$ cat src/verilog/ssp_pkg.sv
package ssp_pkg;

  // Serial word and divider widths
  localparam int unsigned WORD_W = 8;
  localparam int unsigned DIV_W  = 8;
  localparam int unsigned NPIN   = 6;
  localparam int unsigned ADDR_W = 8;

  // Pin positions within the six-pin group
  localparam int unsigned PIN_CTRL_A = 0;
  localparam int unsigned PIN_CTRL_B = 1;
  localparam int unsigned PIN_FS     = 2;
  localparam int unsigned PIN_SCK    = 3;
  localparam int unsigned PIN_RXD    = 4;
  localparam int unsigned PIN_TXD    = 5;

  // Register byte offsets
  localparam logic [ADDR_W-1:0] OFS_PORT_CTL = 8'h00;
  localparam logic [ADDR_W-1:0] OFS_PORT_DIR = 8'h04;
  localparam logic [ADDR_W-1:0] OFS_GPIO_OUT = 8'h08;
  localparam logic [ADDR_W-1:0] OFS_GPIO_IN  = 8'h0C;
  localparam logic [ADDR_W-1:0] OFS_SER_CFG  = 8'h10;
  localparam logic [ADDR_W-1:0] OFS_TX0      = 8'h14;
  localparam logic [ADDR_W-1:0] OFS_TX1      = 8'h18;
  localparam logic [ADDR_W-1:0] OFS_TX2      = 8'h1C;
  localparam logic [ADDR_W-1:0] OFS_RX       = 8'h20;
  localparam logic [ADDR_W-1:0] OFS_STATUS   = 8'h24;

  // Status register bit positions
  localparam int unsigned ST_TX_FULL = 0;
  localparam int unsigned ST_RX_FULL = 1;
  localparam int unsigned ST_FLAG0   = 2;
  localparam int unsigned ST_FLAG1   = 3;

  // Reset values
  localparam logic [NPIN-1:0]  PIN_RST = 6'h00;
  localparam logic [DIV_W-1:0] DIV_RST = 8'h04;

  // Register selector
  typedef enum logic [3:0] {
    SEL_PORT_CTL = 4'h0,
    SEL_PORT_DIR = 4'h1,
    SEL_GPIO_OUT = 4'h2,
    SEL_GPIO_IN  = 4'h3,
    SEL_SER_CFG  = 4'h4,
    SEL_TX0      = 4'h5,
    SEL_TX1      = 4'h6,
    SEL_TX2      = 4'h7,
    SEL_RX       = 4'h8,
    SEL_STATUS   = 4'h9,
    SEL_NONE     = 4'hF
  } reg_sel_t;

  // Serial configuration word, bit 0 is sync_mode
  typedef struct packed {
    logic [DIV_W-1:0] div;
    logic [1:0]       flag;
    logic             enable;
    logic             ctrl_b_tx;
    logic             ctrl_a_tx;
    logic             ctrl_b_out;
    logic             ctrl_a_out;
    logic             fs_out;
    logic             sck_out;
    logic             sync_mode;
  } ser_cfg_t;

  localparam int unsigned CFG_W = $bits(ser_cfg_t);

  // APB request from the master
  typedef struct packed {
    logic              psel;
    logic              penable;
    logic              pwrite;
    logic [ADDR_W-1:0] paddr;
    logic [31:0]       pwdata;
  } apb_req_t;

endpackage

$ cat src/verilog/sync_serial_port_pins.sv
`timescale 1ns/1ps

// Operation
// - Async: control pin A is receive clock
// - Sync: control pin A is tx1 or flag0
// - Async: control pin B is receive frame sync
// - Sync: control pin B is tx2 or flag1
// - Frame sync pin: shared sync, tx-only async
// - Frame sync pin drives internal or accepts external
// - Bit clock pin clocks tx, rx if sync
// - Receive data pin is input, feeds shifter
// - Transmit data pin driven whenever serial enable is set
// - All six pins reset to GPIO inputs
// - GPIO direction register; control selects serial function
// - Stop: inputs ignored, outputs hold level undriven
// - Wait state leaves pins unchanged
module sync_serial_port_pins (
  input  wire logic                      clk,
  input  wire logic                      rstn,
  input  wire ssp_pkg::apb_req_t         apb_req,
  output logic [31:0]                    prdata,
  output logic                           pready,
  output logic                           pslverr,
  input  wire logic                      stop_req,
  input  wire logic [ssp_pkg::NPIN-1:0]  pin_in,
  output logic [ssp_pkg::NPIN-1:0]       pin_out,
  output logic [ssp_pkg::NPIN-1:0]       pin_oe
);

  localparam int unsigned W = ssp_pkg::WORD_W;
  localparam int unsigned N = ssp_pkg::NPIN;

  typedef struct packed {
    logic                           pready;
    logic                           pslverr;
    logic [31:0]                    prdata;
    logic [N-1:0]                   pin_out;
    logic [N-1:0]                   pin_oe;
    logic [N-1:0]                   port_ctl;
    logic [N-1:0]                   port_dir;
    logic [N-1:0]                   gpio_out;
    logic [N-1:0]                   gpio_in;
    ssp_pkg::ser_cfg_t              cfg;
    logic [2:0][W-1:0]              tx_word;
    logic [2:0][W-1:0]              tx_sh;
    logic                           tx_full;
    logic [3:0]                     tx_cnt;
    logic [W-1:0]                   rx_sh;
    logic [W-1:0]                   rx_word;
    logic                           rx_full;
    logic [3:0]                     rx_cnt;
    logic [ssp_pkg::DIV_W-1:0]      div_cnt;
    logic                           sck_q;
    logic                           fs_q;
    logic [N-1:0]                   s1;
    logic [N-1:0]                   s2;
    logic [N-1:0]                   s3;
  } state_t;

  state_t s_q;
  state_t s_d;

  // Address to register selector
  function automatic ssp_pkg::reg_sel_t reg_decode(input logic [ssp_pkg::ADDR_W-1:0] a);
    case (a)
      ssp_pkg::OFS_PORT_CTL: reg_decode = ssp_pkg::SEL_PORT_CTL;
      ssp_pkg::OFS_PORT_DIR: reg_decode = ssp_pkg::SEL_PORT_DIR;
      ssp_pkg::OFS_GPIO_OUT: reg_decode = ssp_pkg::SEL_GPIO_OUT;
      ssp_pkg::OFS_GPIO_IN:  reg_decode = ssp_pkg::SEL_GPIO_IN;
      ssp_pkg::OFS_SER_CFG:  reg_decode = ssp_pkg::SEL_SER_CFG;
      ssp_pkg::OFS_TX0:      reg_decode = ssp_pkg::SEL_TX0;
      ssp_pkg::OFS_TX1:      reg_decode = ssp_pkg::SEL_TX1;
      ssp_pkg::OFS_TX2:      reg_decode = ssp_pkg::SEL_TX2;
      ssp_pkg::OFS_RX:       reg_decode = ssp_pkg::SEL_RX;
      ssp_pkg::OFS_STATUS:   reg_decode = ssp_pkg::SEL_STATUS;
      default:               reg_decode = ssp_pkg::SEL_NONE;
    endcase
  endfunction

  // Derived strobes and serial events
  ssp_pkg::reg_sel_t sel;
  logic              setup_ph;
  logic              wr_acc;
  logic              rd_acc;
  logic              int_tick;
  logic              int_rise;
  logic              int_fall;
  logic              tx_rise;
  logic              rx_fall;
  logic              rx_fs;
  logic              tx_start;
  logic              run;
  logic [N-1:0]      sync_rise;
  logic [N-1:0]      sync_fall;

  always_comb begin
    sel       = reg_decode(apb_req.paddr);
    setup_ph  = apb_req.psel && !apb_req.penable;
    wr_acc    = apb_req.psel && apb_req.penable && s_q.pready && apb_req.pwrite;
    rd_acc    = apb_req.psel && apb_req.penable && s_q.pready && !apb_req.pwrite;
    run       = s_q.cfg.enable && !stop_req;
    // Edges only from the second and third sync stages
    sync_rise = s_q.s2 & ~s_q.s3;
    sync_fall = ~s_q.s2 & s_q.s3;
    // Internal bit clock from the divider
    int_tick  = run && (s_q.div_cnt == s_q.cfg.div);
    int_rise  = int_tick && !s_q.sck_q;
    int_fall  = int_tick && s_q.sck_q;
    // Transmit clock: internal or bit clock pin
    tx_rise   = s_q.cfg.sck_out ? int_rise : (run && sync_rise[ssp_pkg::PIN_SCK]);
    // Receive clock: shared in sync, control pin A in async
    if (s_q.cfg.sync_mode) begin
      rx_fall = s_q.cfg.sck_out ? int_fall : (run && sync_fall[ssp_pkg::PIN_SCK]);
    end else begin
      rx_fall = s_q.cfg.ctrl_a_out ? int_fall
                                   : (run && sync_fall[ssp_pkg::PIN_CTRL_A]);
    end
    // Receive frame sync: shared pin in sync, control pin B in async
    if (s_q.cfg.sync_mode) begin
      rx_fs = s_q.cfg.fs_out ? s_q.fs_q : s_q.s2[ssp_pkg::PIN_FS];
    end else begin
      rx_fs = s_q.cfg.ctrl_b_out ? s_q.fs_q : s_q.s2[ssp_pkg::PIN_CTRL_B];
    end
    // Transmit frame start: own word ready or far-end sync
    tx_start  = (s_q.tx_cnt <= 4'h1)
              && (s_q.cfg.fs_out ? s_q.tx_full : s_q.s2[ssp_pkg::PIN_FS]);
  end

  // Next state
  always_comb begin
    s_d = s_q;
    // Pin synchronisers, three stages for edge finding
    s_d.s1 = pin_in;
    s_d.s2 = s_q.s1;
    s_d.s3 = s_q.s2;
    // Inputs ignored while stopped
    if (!stop_req) begin
      s_d.gpio_in = s_q.s2;
    end

    // APB answer one cycle after setup
    s_d.pready  = setup_ph;
    s_d.pslverr = setup_ph && (sel == ssp_pkg::SEL_NONE);
    if (setup_ph) begin
      case (sel)
        ssp_pkg::SEL_PORT_CTL: s_d.prdata = {26'h0, s_q.port_ctl};
        ssp_pkg::SEL_PORT_DIR: s_d.prdata = {26'h0, s_q.port_dir};
        ssp_pkg::SEL_GPIO_OUT: s_d.prdata = {26'h0, s_q.gpio_out};
        ssp_pkg::SEL_GPIO_IN:  s_d.prdata = {26'h0, s_q.gpio_in};
        ssp_pkg::SEL_SER_CFG:  s_d.prdata = {14'h0, s_q.cfg};
        ssp_pkg::SEL_TX0:      s_d.prdata = {24'h0, s_q.tx_word[0]};
        ssp_pkg::SEL_TX1:      s_d.prdata = {24'h0, s_q.tx_word[1]};
        ssp_pkg::SEL_TX2:      s_d.prdata = {24'h0, s_q.tx_word[2]};
        ssp_pkg::SEL_RX:       s_d.prdata = {24'h0, s_q.rx_word};
        ssp_pkg::SEL_STATUS:   s_d.prdata = {28'h0, s_q.gpio_in[ssp_pkg::PIN_CTRL_B],
                                             s_q.gpio_in[ssp_pkg::PIN_CTRL_A],
                                             s_q.rx_full, s_q.tx_full};
        default:               s_d.prdata = 32'h0;
      endcase
    end

    // Internal divider and bit clock
    if (!run) begin
      s_d.div_cnt = '0;
    end else if (int_tick) begin
      s_d.div_cnt = '0;
      s_d.sck_q   = !s_q.sck_q;
    end else begin
      s_d.div_cnt = s_q.div_cnt + 1'b1;
    end

    // Transmit shifting on bit clock rise
    if (tx_rise) begin
      s_d.fs_q = tx_start && s_q.cfg.fs_out;
      if (s_q.tx_cnt > 4'h1) begin
        for (int k = 0; k < 3; k++) begin
          s_d.tx_sh[k] = {s_q.tx_sh[k][W-2:0], 1'b0};
        end
        s_d.tx_cnt = s_q.tx_cnt - 1'b1;
      end else if (tx_start) begin
        s_d.tx_sh   = s_q.tx_word;
        s_d.tx_cnt  = 4'(W);
        s_d.tx_full = 1'b0;
      end else begin
        s_d.tx_cnt = 4'h0;
      end
    end

    // Receive shifting on bit clock fall
    if (rx_fall) begin
      if (s_q.rx_cnt == 4'h0) begin
        if (rx_fs) begin
          s_d.rx_sh  = {s_q.rx_sh[W-2:0], s_q.s2[ssp_pkg::PIN_RXD]};
          s_d.rx_cnt = 4'(W - 1);
        end
      end else begin
        s_d.rx_sh  = {s_q.rx_sh[W-2:0], s_q.s2[ssp_pkg::PIN_RXD]};
        s_d.rx_cnt = s_q.rx_cnt - 1'b1;
      end
    end

    // Reading the receive word clears its flag
    if (rd_acc && sel == ssp_pkg::SEL_RX) begin
      s_d.rx_full = 1'b0;
    end
    // Word complete: set wins over read clear
    if (rx_fall && s_q.rx_cnt == 4'h1) begin
      s_d.rx_word = {s_q.rx_sh[W-2:0], s_q.s2[ssp_pkg::PIN_RXD]};
      s_d.rx_full = 1'b1;
    end

    // Register writes at the access edge
    if (wr_acc) begin
      case (sel)
        ssp_pkg::SEL_PORT_CTL: s_d.port_ctl = apb_req.pwdata[N-1:0];
        ssp_pkg::SEL_PORT_DIR: s_d.port_dir = apb_req.pwdata[N-1:0];
        ssp_pkg::SEL_GPIO_OUT: s_d.gpio_out = apb_req.pwdata[N-1:0];
        ssp_pkg::SEL_SER_CFG:  s_d.cfg      = apb_req.pwdata[ssp_pkg::CFG_W-1:0];
        ssp_pkg::SEL_TX1:      s_d.tx_word[1] = apb_req.pwdata[W-1:0];
        ssp_pkg::SEL_TX2:      s_d.tx_word[2] = apb_req.pwdata[W-1:0];
        ssp_pkg::SEL_TX0: begin
          s_d.tx_word[0] = apb_req.pwdata[W-1:0];
          s_d.tx_full    = 1'b1;
        end
        default: begin
        end
      endcase
    end

    // Pin drive; frozen and undriven while stopped
    if (stop_req) begin
      s_d.pin_oe = '0;
    end else begin
      for (int i = 0; i < N; i++) begin
        s_d.pin_oe[i]  = s_q.port_dir[i];
        s_d.pin_out[i] = s_q.gpio_out[i];
      end
      if (s_q.port_ctl[ssp_pkg::PIN_CTRL_A]) begin
        s_d.pin_oe[ssp_pkg::PIN_CTRL_A] = s_q.cfg.ctrl_a_out;
        if (!s_q.cfg.sync_mode) begin
          s_d.pin_out[ssp_pkg::PIN_CTRL_A] = s_q.sck_q;
        end else begin
          s_d.pin_out[ssp_pkg::PIN_CTRL_A] = s_q.cfg.ctrl_a_tx ? s_q.tx_sh[1][W-1]
                                                              : s_q.cfg.flag[0];
        end
      end
      if (s_q.port_ctl[ssp_pkg::PIN_CTRL_B]) begin
        s_d.pin_oe[ssp_pkg::PIN_CTRL_B] = s_q.cfg.ctrl_b_out;
        if (!s_q.cfg.sync_mode) begin
          s_d.pin_out[ssp_pkg::PIN_CTRL_B] = s_q.fs_q;
        end else begin
          s_d.pin_out[ssp_pkg::PIN_CTRL_B] = s_q.cfg.ctrl_b_tx ? s_q.tx_sh[2][W-1]
                                                              : s_q.cfg.flag[1];
        end
      end
      if (s_q.port_ctl[ssp_pkg::PIN_FS]) begin
        s_d.pin_oe[ssp_pkg::PIN_FS]  = s_q.cfg.fs_out;
        s_d.pin_out[ssp_pkg::PIN_FS] = s_q.fs_q;
      end
      if (s_q.port_ctl[ssp_pkg::PIN_SCK]) begin
        s_d.pin_oe[ssp_pkg::PIN_SCK]  = s_q.cfg.sck_out;
        s_d.pin_out[ssp_pkg::PIN_SCK] = s_q.sck_q;
      end
      if (s_q.port_ctl[ssp_pkg::PIN_RXD]) begin
        s_d.pin_oe[ssp_pkg::PIN_RXD]  = 1'b0;
        s_d.pin_out[ssp_pkg::PIN_RXD] = 1'b0;
      end
      if (s_q.port_ctl[ssp_pkg::PIN_TXD]) begin
        s_d.pin_oe[ssp_pkg::PIN_TXD]  = s_q.cfg.enable;
        s_d.pin_out[ssp_pkg::PIN_TXD] = s_q.tx_sh[0][W-1];
      end
    end
  end

  // State register; all pins come up as GPIO inputs
  always_ff @(posedge clk or negedge rstn) begin
    if (!rstn) begin
      s_q          <= '0;
      s_q.port_ctl <= ssp_pkg::PIN_RST;
      s_q.port_dir <= ssp_pkg::PIN_RST;
      s_q.cfg.div  <= ssp_pkg::DIV_RST;
    end else begin
      s_q <= s_d;
    end
  end

  // Outputs straight from flip-flops; no wait input, wait has no effect
  assign prdata  = s_q.prdata;
  assign pready  = s_q.pready;
  assign pslverr = s_q.pslverr;
  assign pin_out = s_q.pin_out;
  assign pin_oe  = s_q.pin_oe;
endmodule

$ cat config.mk
export PLATFORM = sky130hd
export DESIGN_NAME = sync_serial_port_pins
export DESIGN_NICKNAME = d
export VERILOG_FILES = /design/src/verilog/ssp_pkg.sv /design/src/verilog/sync_serial_port_pins.sv
export SDC_FILE = /design/constraint.sdc
export NUM_CORES = 1
export LEC_CHECK = 0
export ABC_AREA = 1
export BUFFER_PORTS_ARGS = -buffer_cell sky130_fd_sc_hd__buf_2
export CAP_MARGIN = 10
export CORE_MARGIN = 1.5
export CORE_UTILIZATION = 58
export DETAILED_ROUTE_END_ITERATION = 10
export GPL_ROUTABILITY_DRIVEN = 0
export GPL_TIMING_DRIVEN = 0
export PLACE_DENSITY = 0.84
export SETUP_SLACK_MARGIN = 0.3
export SYNTH_ARGS = -nofsm -noshare
export SYNTH_HDL_FRONTEND = slang
export SYNTH_SLANG_ARGS = --single-unit
$ cat constraint.sdc
create_clock -name clk -period 2.1 [get_ports clk]
set_clock_uncertainty 0.2 [all_clocks]
set_input_delay 0.315 -clock clk [delete_from_list [all_inputs] [get_ports clk]]
set_output_delay 0.315 -clock clk [all_outputs]
set_load 0.02 [all_outputs]
==> results of run 1 <==
## worst min path at each step
stage                  to  slack (ns)  depth (start not counted)
2_1_floorplan   pin_oe[0]       -0.18                          0
3_3_place_gp       s_d[0]        0.13                          0
3_5_place_dp    prdata[8]        0.14                          1
4_1_cts        pin_out[0]      0.0001                          3
5_1_grt        pin_out[1]        0.02                          3
6_report       pin_out[0]       0.003                          3
## what timing repair did
action / 4_1_cts / 5_1_grt
gates resized for setup: 73 / 104
pin swaps: 21 / 35
endpoints found under the setup margin: 118 / 113
hold buffers: 21 / 0
endpoints found under the hold margin: 100 / 0
cloned: 5 / 1
buffers inserted: 21 / 11
## state kept, by name (all words and copies together) (netlist names)
| signal | cells |
|---|---|
| pready | 1 |
| pin_oe | 6 |
| s_d | 12 |
| pslverr | 1 |
| pin_out | 6 |
| s_q | 127 |
| prdata | 18 |
## cells in the final DEF, fill, tap and decap left out, types with 24 or more instances in the layout
master / n
nand2_1: 246
dfrtp_1: 169
o21ai_0: 84
inv_1: 81
buf_2: 76
buf_4: 72
nor2_1: 45
nand2_2: 34
nand4_1: 25
nand3_2: 24
## cell type report
| type | count | area share (%) |
|---|---|---|
| clock buffers | 24 | 4.547 |
| inverters | 94 | 3.521 |
| repair buffers | 127 | 9.238 |
| flip-flops and latches | 171 | 41.27 |
| multi-input cells | 621 | 32.37 |
| clock inverters | 7 | 1.339 |
| well taps | 176 | 2.123 |
| plain buffers | 76 | 5.596 |
## kinds of logic (layout without fill, tap and decap cells)
group                    after synthesis  after routing
buffers and inverters                170            328
adder cells (fa/ha/maj)                5              5
other                                  1             14
AO/OA/AOI/OAI                        164            164
AND/OR/NAND/NOR                      428            429
XOR/XNOR                               6              6
flip-flops                           171            171
multiplexers                           3              3
## layer usage
layer  vias to the layer above  track usage (%)  routed length [µm]
li1                       3339                -                   -
met4                         0            15.29                1148
met3                       116            6.604                2128
met5                         -                0                   0
met1                      3575            41.89                8956
met2                       495            51.70               11290
## worst register-to-register path, cell delays in order (launching register included)
cell,delay (ns)
dfrtp_1,0.43
nand2_1,0.08
nand2_1,0.06
nor2_1,0.11
nand2_1,0.10
nor2_4,0.14
and2_4,0.19
nand3_4,0.09
nand2_8,0.11
buf_12,0.17
buf_8,0.13
nand3_2,0.07
nand2_1,0.11
## where the power goes
group	internal [mW]	switching [mW]
Combinational	0.139	0.270
Sequential	3.34	0.0315
Clock	2.05	1.25
Total	5.52	1.55
## through the flow
| stage | cells | cell area (µm²) | hold slack, ns | setup TNS, ns | setup slack, ns |
|---|---|---|---|---|---|
| 3_3_place_gp | 1205 | 8647 | 0.1322 | -353.85 | -2.055 |
| 3_5_place_dp | 1206 | 8685 | 0.1360 | -6.479 | -0.1708 |
| 2_1_floorplan | 961 | 8087 | -0.1806 | 0 | 0.3106 |
| 6_report | 1296 | 10380 | 0.003282 | 0 | 0.05033 |
| 4_1_cts | 1284 | 9925 | 0.0001383 | 0 | 0.1414 |
| 5_1_grt | 1296 | 10380 | 0.01764 | -0.2121 | -0.04956 |
==> flow_summary.toml, run 1 <==
[run_status]
status = "complete, no violations"

[yosys]
yosysMostFrequentCell = "nand2_1"
netlist_area_mm2 = 0.008024
yosys-top-cells-count = "282 x nand2_1, 170 x dfrtp_1, 94 x o21ai_0"
yosysSeqAreaShare_pct = 53.34
async_flop_share_pct = 100.0
syn_inst = 948
ys.warnings.count = 0
synth_fa_ha_area_share_pct = 0.7797
synth_top_cell_by_area = "dfrtp_1"
synth_top_area_share_pct = 53.02
synth_compound_area_share_pct = 11.29
synth_top_family_by_area = "simple AND/OR/NAND/NOR gates"
synth_xor_area_share_pct = 0.6549
synthSimpleGateAreaFrac_pct = 22.78
synthDistinctLibCells = 41
synth_area_per_cell_um2 = 8.464
ys_seq_elements = 171
synth_edf_count = 0
yosys-top-cells-area = "dfrtp_1 53%, nand2_1 13%, o21ai_0 5.9%, inv_1 4.3%, buf_4 4.1%"
synth_mux_area_share_pct = 0.4210
synth_flop_cell = "dfrtp_1"

[critical_path]
cp_slowest_stage_delay_ns = 0.43
cp.buffers_inverters = 2
cp_common_cell = "nand2_1"
regToRegEndpoint = "s_q[75]"
path_delay_family = "simple AND/OR/NAND/NOR gates"
path_max_fanout = 8
crit_chain = "nand2_1, nand2_1, nor2_1, nand2_1, nor2_4, and2_4, nand3_4, nand2_8, buf_12, buf_8, nand3_2, nand2_1"
timing.rr.start = "s_q[23]"
reg2reg_depth = 12
worstPathArrival_ns = 2.21
crit_end = "s_q[75]"
path_depth = 12
reg2reg_slack_ns = 0.05
setup.worst_path.class = "reg -> reg"
cp.required_ns = 2.26
crit_path_start = "s_q[23]"
slowest_stage = "dfrtp_1"
crit_path_end_kind = "flip-flop"
startpoint_type = "flip-flop"

[routing]
first_iter_violations = 959
totalWireLength_mm = 23.52
final_antenna_net_count = 0
wl_per_cell_um = 18.15
firstDrtPassIters = 6
vias = 7525
vias_per_cell = 5.806
drc_errors = 0

[sta]
fin_crit_sh_pct = 97.60
setup_viol = 0
grt_setup_unrepaired = "yes"
slew_violations = 0
tightest_slew_ns = 0.6529
period_minus_slack_ns = 2.050
fmax_mhz = 487.9
relSlewSlack_pct = 56.47
hold_viol = 0

[clocking]
cts.clk_slew.worst_paths_ns = 0.06
clock-sinks = 171
cts_buffers = 17
clk_latency_ns = 0.44
clockBufferDepth = 2
cts_tree = "yes"
htreeDepth = 4
cts_root_buffer = "clkbuf_16"

[grt]
grt_pass1_vias = 6873
grt_pass1_wl_mm = 35.47
grt_max_degree = 94
overflow = 0
antenna_found_initial = 0
grt_use_total_pct = 32.13

[power_and_ir_drop]
powerDensity_mw_per_mm2 = 681.3
ir_worst_vdd_mv = 0.7635
p_total_mw = 7.068
p_leak_nw = 5.187

[floorplan]
fp.dieH_um = 120.6
num_rows = 42
core_area_mm2 = 0.01335
die-area_mm2 = 0.01455
initial_core_util_pct = 60.11
die_x_um = 120.6
io_pins = 98

[worst_hold_path]
worstHoldPathType = "in -> reg"
hp-start = "stop_req"

[finish]
multi_input_area_mm2 = 0.003358
nets = 1165
drive_gt1_share_pct = 28.21
nFillCells = 826
syn2layout_area_growth_pct = 29.30
utilization_pct = 77.73
n_antenna_cell = 0
seqCellArea_mm2 = 0.004282

[job]
cap_violations = 0

[place]
dp_hpwl_mm = 14.35
place.port_buffers = 68
(Power assumes the default switching activity.)
==> run 2: changes to the inputs <==
--- a/config.mk
+++ b/config.mk
@@ -5,14 +5,14 @@
 export SDC_FILE = /design/constraint.sdc
 export NUM_CORES = 1
 export LEC_CHECK = 0
-export ABC_AREA = 1
 export BUFFER_PORTS_ARGS = -buffer_cell sky130_fd_sc_hd__buf_2
 export CAP_MARGIN = 10
+export CELL_PAD_IN_SITES_DETAIL_PLACEMENT = 1
+export CELL_PAD_IN_SITES_GLOBAL_PLACEMENT = 2
 export CORE_MARGIN = 1.5
-export CORE_UTILIZATION = 58
+export CORE_UTILIZATION = 40
 export DETAILED_ROUTE_END_ITERATION = 10
 export GPL_ROUTABILITY_DRIVEN = 0
-export GPL_TIMING_DRIVEN = 0
 export PLACE_DENSITY = 0.84
 export SETUP_SLACK_MARGIN = 0.3
 export SYNTH_ARGS = -nofsm -noshare
==> flow_summary.toml, run 2 <==
[run_status]
status = "complete, but fails checks"
violations = "negative setup slack"

[floorplan]
fp.dieH_um = 143.8
io_pins = 98
num_rows = 51
die_x_um = 143.8
die-area_mm2 = 0.02069
core_area_mm2 = 0.01946
initial_core_util_pct = 40.77

[grt]
grt_use_total_pct = 23.73
grt_pass1_vias = 6299
grt_max_degree = 47
antenna_found_initial = 0
overflow = 0
grt_pass1_wl_mm = 36.23

[routing]
vias_per_cell = 5.439
first_iter_violations = 268
drc_errors = 0
wl_per_cell_um = 22.72
final_antenna_net_count = 0
firstDrtPassIters = 4
totalWireLength_mm = 23.69
vias = 5673

[finish]
nFillCells = 1973
stdcell_count = 1043
nets = 823
syn2layout_area_growth_pct = 30.83
final_cell_mix = "168 x dfrtp_1, 75 x mux2_2, 68 x buf_2"
drive_gt1_share_pct = 46.66
n_antenna_cell = 0
seqCellArea_mm2 = 0.004283
regMostFlops = "s_q"
utilization_pct = 53.33
multi_input_area_mm2 = 0.003680
largest_reg_flops = 127
final_common_cell = "dfrtp_1"

[sta]
relSlewSlack_pct = 56.46
fin_crit_sh_pct = 103.2
tightest_slew_ns = 0.6463
setup_viol = 34
setup_tns_ns = -1.318
fin_ws_ns = -0.06790
grt_setup_unrepaired = "yes"
period_minus_slack_ns = 2.168
slew_violations = 0
fmax_mhz = 461.3
hold_viol = 0

[critical_path]
crit_path_end_kind = "flip-flop"
startpoint_type = "flip-flop"
path_max_fanout = 5
slowest_stage = "dfstp_2"
setup.worst_path.class = "reg -> reg"
crit_path_start = "s_q[114]"
cp_slowest_stage_delay_ns = 0.57
timing.rr.start = "s_q[114]"
worstPathArrival_ns = 2.32
cp.required_ns = 2.26
crit_chain = "xnor2_2, nand3_4, nor4_4, buf_4, o21a_4, buf_6, clkbuf_16, a2bb2oi_2"

[yosys]
ys_seq_elements = 171
synth_flop_cell = "dfrtp_1"
yosys-top-cells-area = "dfrtp_1 54%, mux2_2 11%, buf_4 4.4%, mux2_4 2.8%, mux2i_1 2.4%"
synthDistinctLibCells = 56
synth_top_cell_by_area = "dfrtp_1"
yosys-top-cells-count = "170 x dfrtp_1, 78 x mux2_2, 46 x buf_4"
syn_inst = 630
yosysSeqAreaShare_pct = 53.95
yosysMostFrequentCell = "dfrtp_1"
synth_top_area_share_pct = 53.62
async_flop_share_pct = 100.0
synth_area_per_cell_um2 = 12.59
ys.warnings.count = 0
synth_edf_count = 0
netlist_area_mm2 = 0.007934

[clocking]
cts.clk_slew.worst_paths_ns = 0.06
htreeDepth = 4
clk_latency_ns = 0.43
cts_tree = "yes"
cts_buffers = 17
clockBufferDepth = 2
clock-sinks = 171
cts_root_buffer = "clkbuf_16"

[worst_hold_path]
hp-start = "apb_req[40]"
worstHoldPathType = "in -> reg"

[place]
placed_cells = 973
place.port_buffers = 69
dp_hpwl_mm = 15.40

[power_and_ir_drop]
seqPwrFrac_pct = 48.5
ir_worst_vdd_mv = 0.4886
powerDensity_mw_per_mm2 = 669.4
power_frac_comb_pct = 6.2
p_switching_mw = 1.577
intPower_mw = 5.370
sw_frac_of_total_pct = 22.70
p_leak_nw = 4.932
p_clk_share_pct = 45.3
p_total_mw = 6.948

[job]
cap_violations = 0
==> run 2: cell count changes in the layout (fill, tap and decap cells not counted), moves of 15 or more <==
cell       before  now
nand2_2        34    3
nand4_1        25    2
mux2_2          3   75
nor2_1         45   30
a2bb2oi_2       0   20
buf_4          72   57
o21ai_0        84   17
mux2i_1         0   19
inv_1          81    5
nand3_2        24    1
a21oi_1        21    5
mux2_4          0   18
nand2_1       246   26
==> run 2: area by class of cell <==
cell class                      count  share of cell area, %
Multi-Input combinational cell    394                  35.45
Clock buffer                       23                  4.315
Sequential cell                   171                  41.26
Inverter                            7                 0.2531
Tap cell                          265                  3.194
Timing Repair Buffer              175                  14.36
Clock inverter                      8                  1.169
==> run 2: logic make-up after synthesis <==
logic type,share of synthesized area (%)
xor gates and xnor gates,1.656
muxes,18.29
DFF,53.95
and+or+nand+nor,8.358
other,0.04727
AOI/OAI and AO/OA,10.77
buffers and inverters,6.135
adders and majority gates,0.7885
==> run 2: through the flow <==
stage          setup WS (ns)  hold WS, ns  area, µm²
2_1_floorplan      0.0003699      -0.1806       8066
6_report            -0.06790      0.02417      10380
3_3_place_gp        -0.05414      0.07270       8909
3_5_place_dp         -0.1469      0.08082       8909
4_1_cts             -0.09290      0.01558      10200
5_1_grt              -0.1443      0.02290      10380
==> run 2: worst max-delay path, delay by kind of cell (launching register included) <==
family	cells	cell delay, ns
simple gates	2	0.41
compound gates	2	0.30
xor+xnor	1	0.14
flops	1	0.57
buf+inv	3	0.47
==> run 2: routing by layer <==
layer,track usage [%],routed length (µm)
met1,28.38,9560
met2,40.64,12220
met3,5.265,1187
met4,10.90,728
met5,0,0
==> run 2: final timing paths <==
path	end	slack (ns)	cells after the start
max	s_q[56]	-0.07	8
min	s_q[32]	0.02	5
max reg2reg	s_q[56]	-0.07	8
min reg2reg	s_d[5]	0.15	0
max in group asynchronous	s_q[121]	0.90	3
min in group asynchronous	s_q[112]	0.19	2
==> run 2: power by group through the flow <==
stage | logic [mW] | registers [mW] | clock network (mW)
final | 0.430 | 3.37 | 3.15
after global routing | 0.466 | 3.37 | 3.33
after CTS | 0.424 | 3.37 | 3.19
after detailed placement | 0.381 | 3.42 | 0
after global placement | 0.370 | 3.42 | 0
after floorplan | 0.183 | 3.42 | 0
==> run 2: timing repair <==
action | in CTS | in global routing
endpoints found under the hold margin | 65 | 0
cloned | 3 | 2
resized for setup | 74 | 26
hold buffers | 19 | 0
buffers inserted | 13 | 2
endpoints found under the setup margin | 70 | 63
pin swaps | 12 | 13
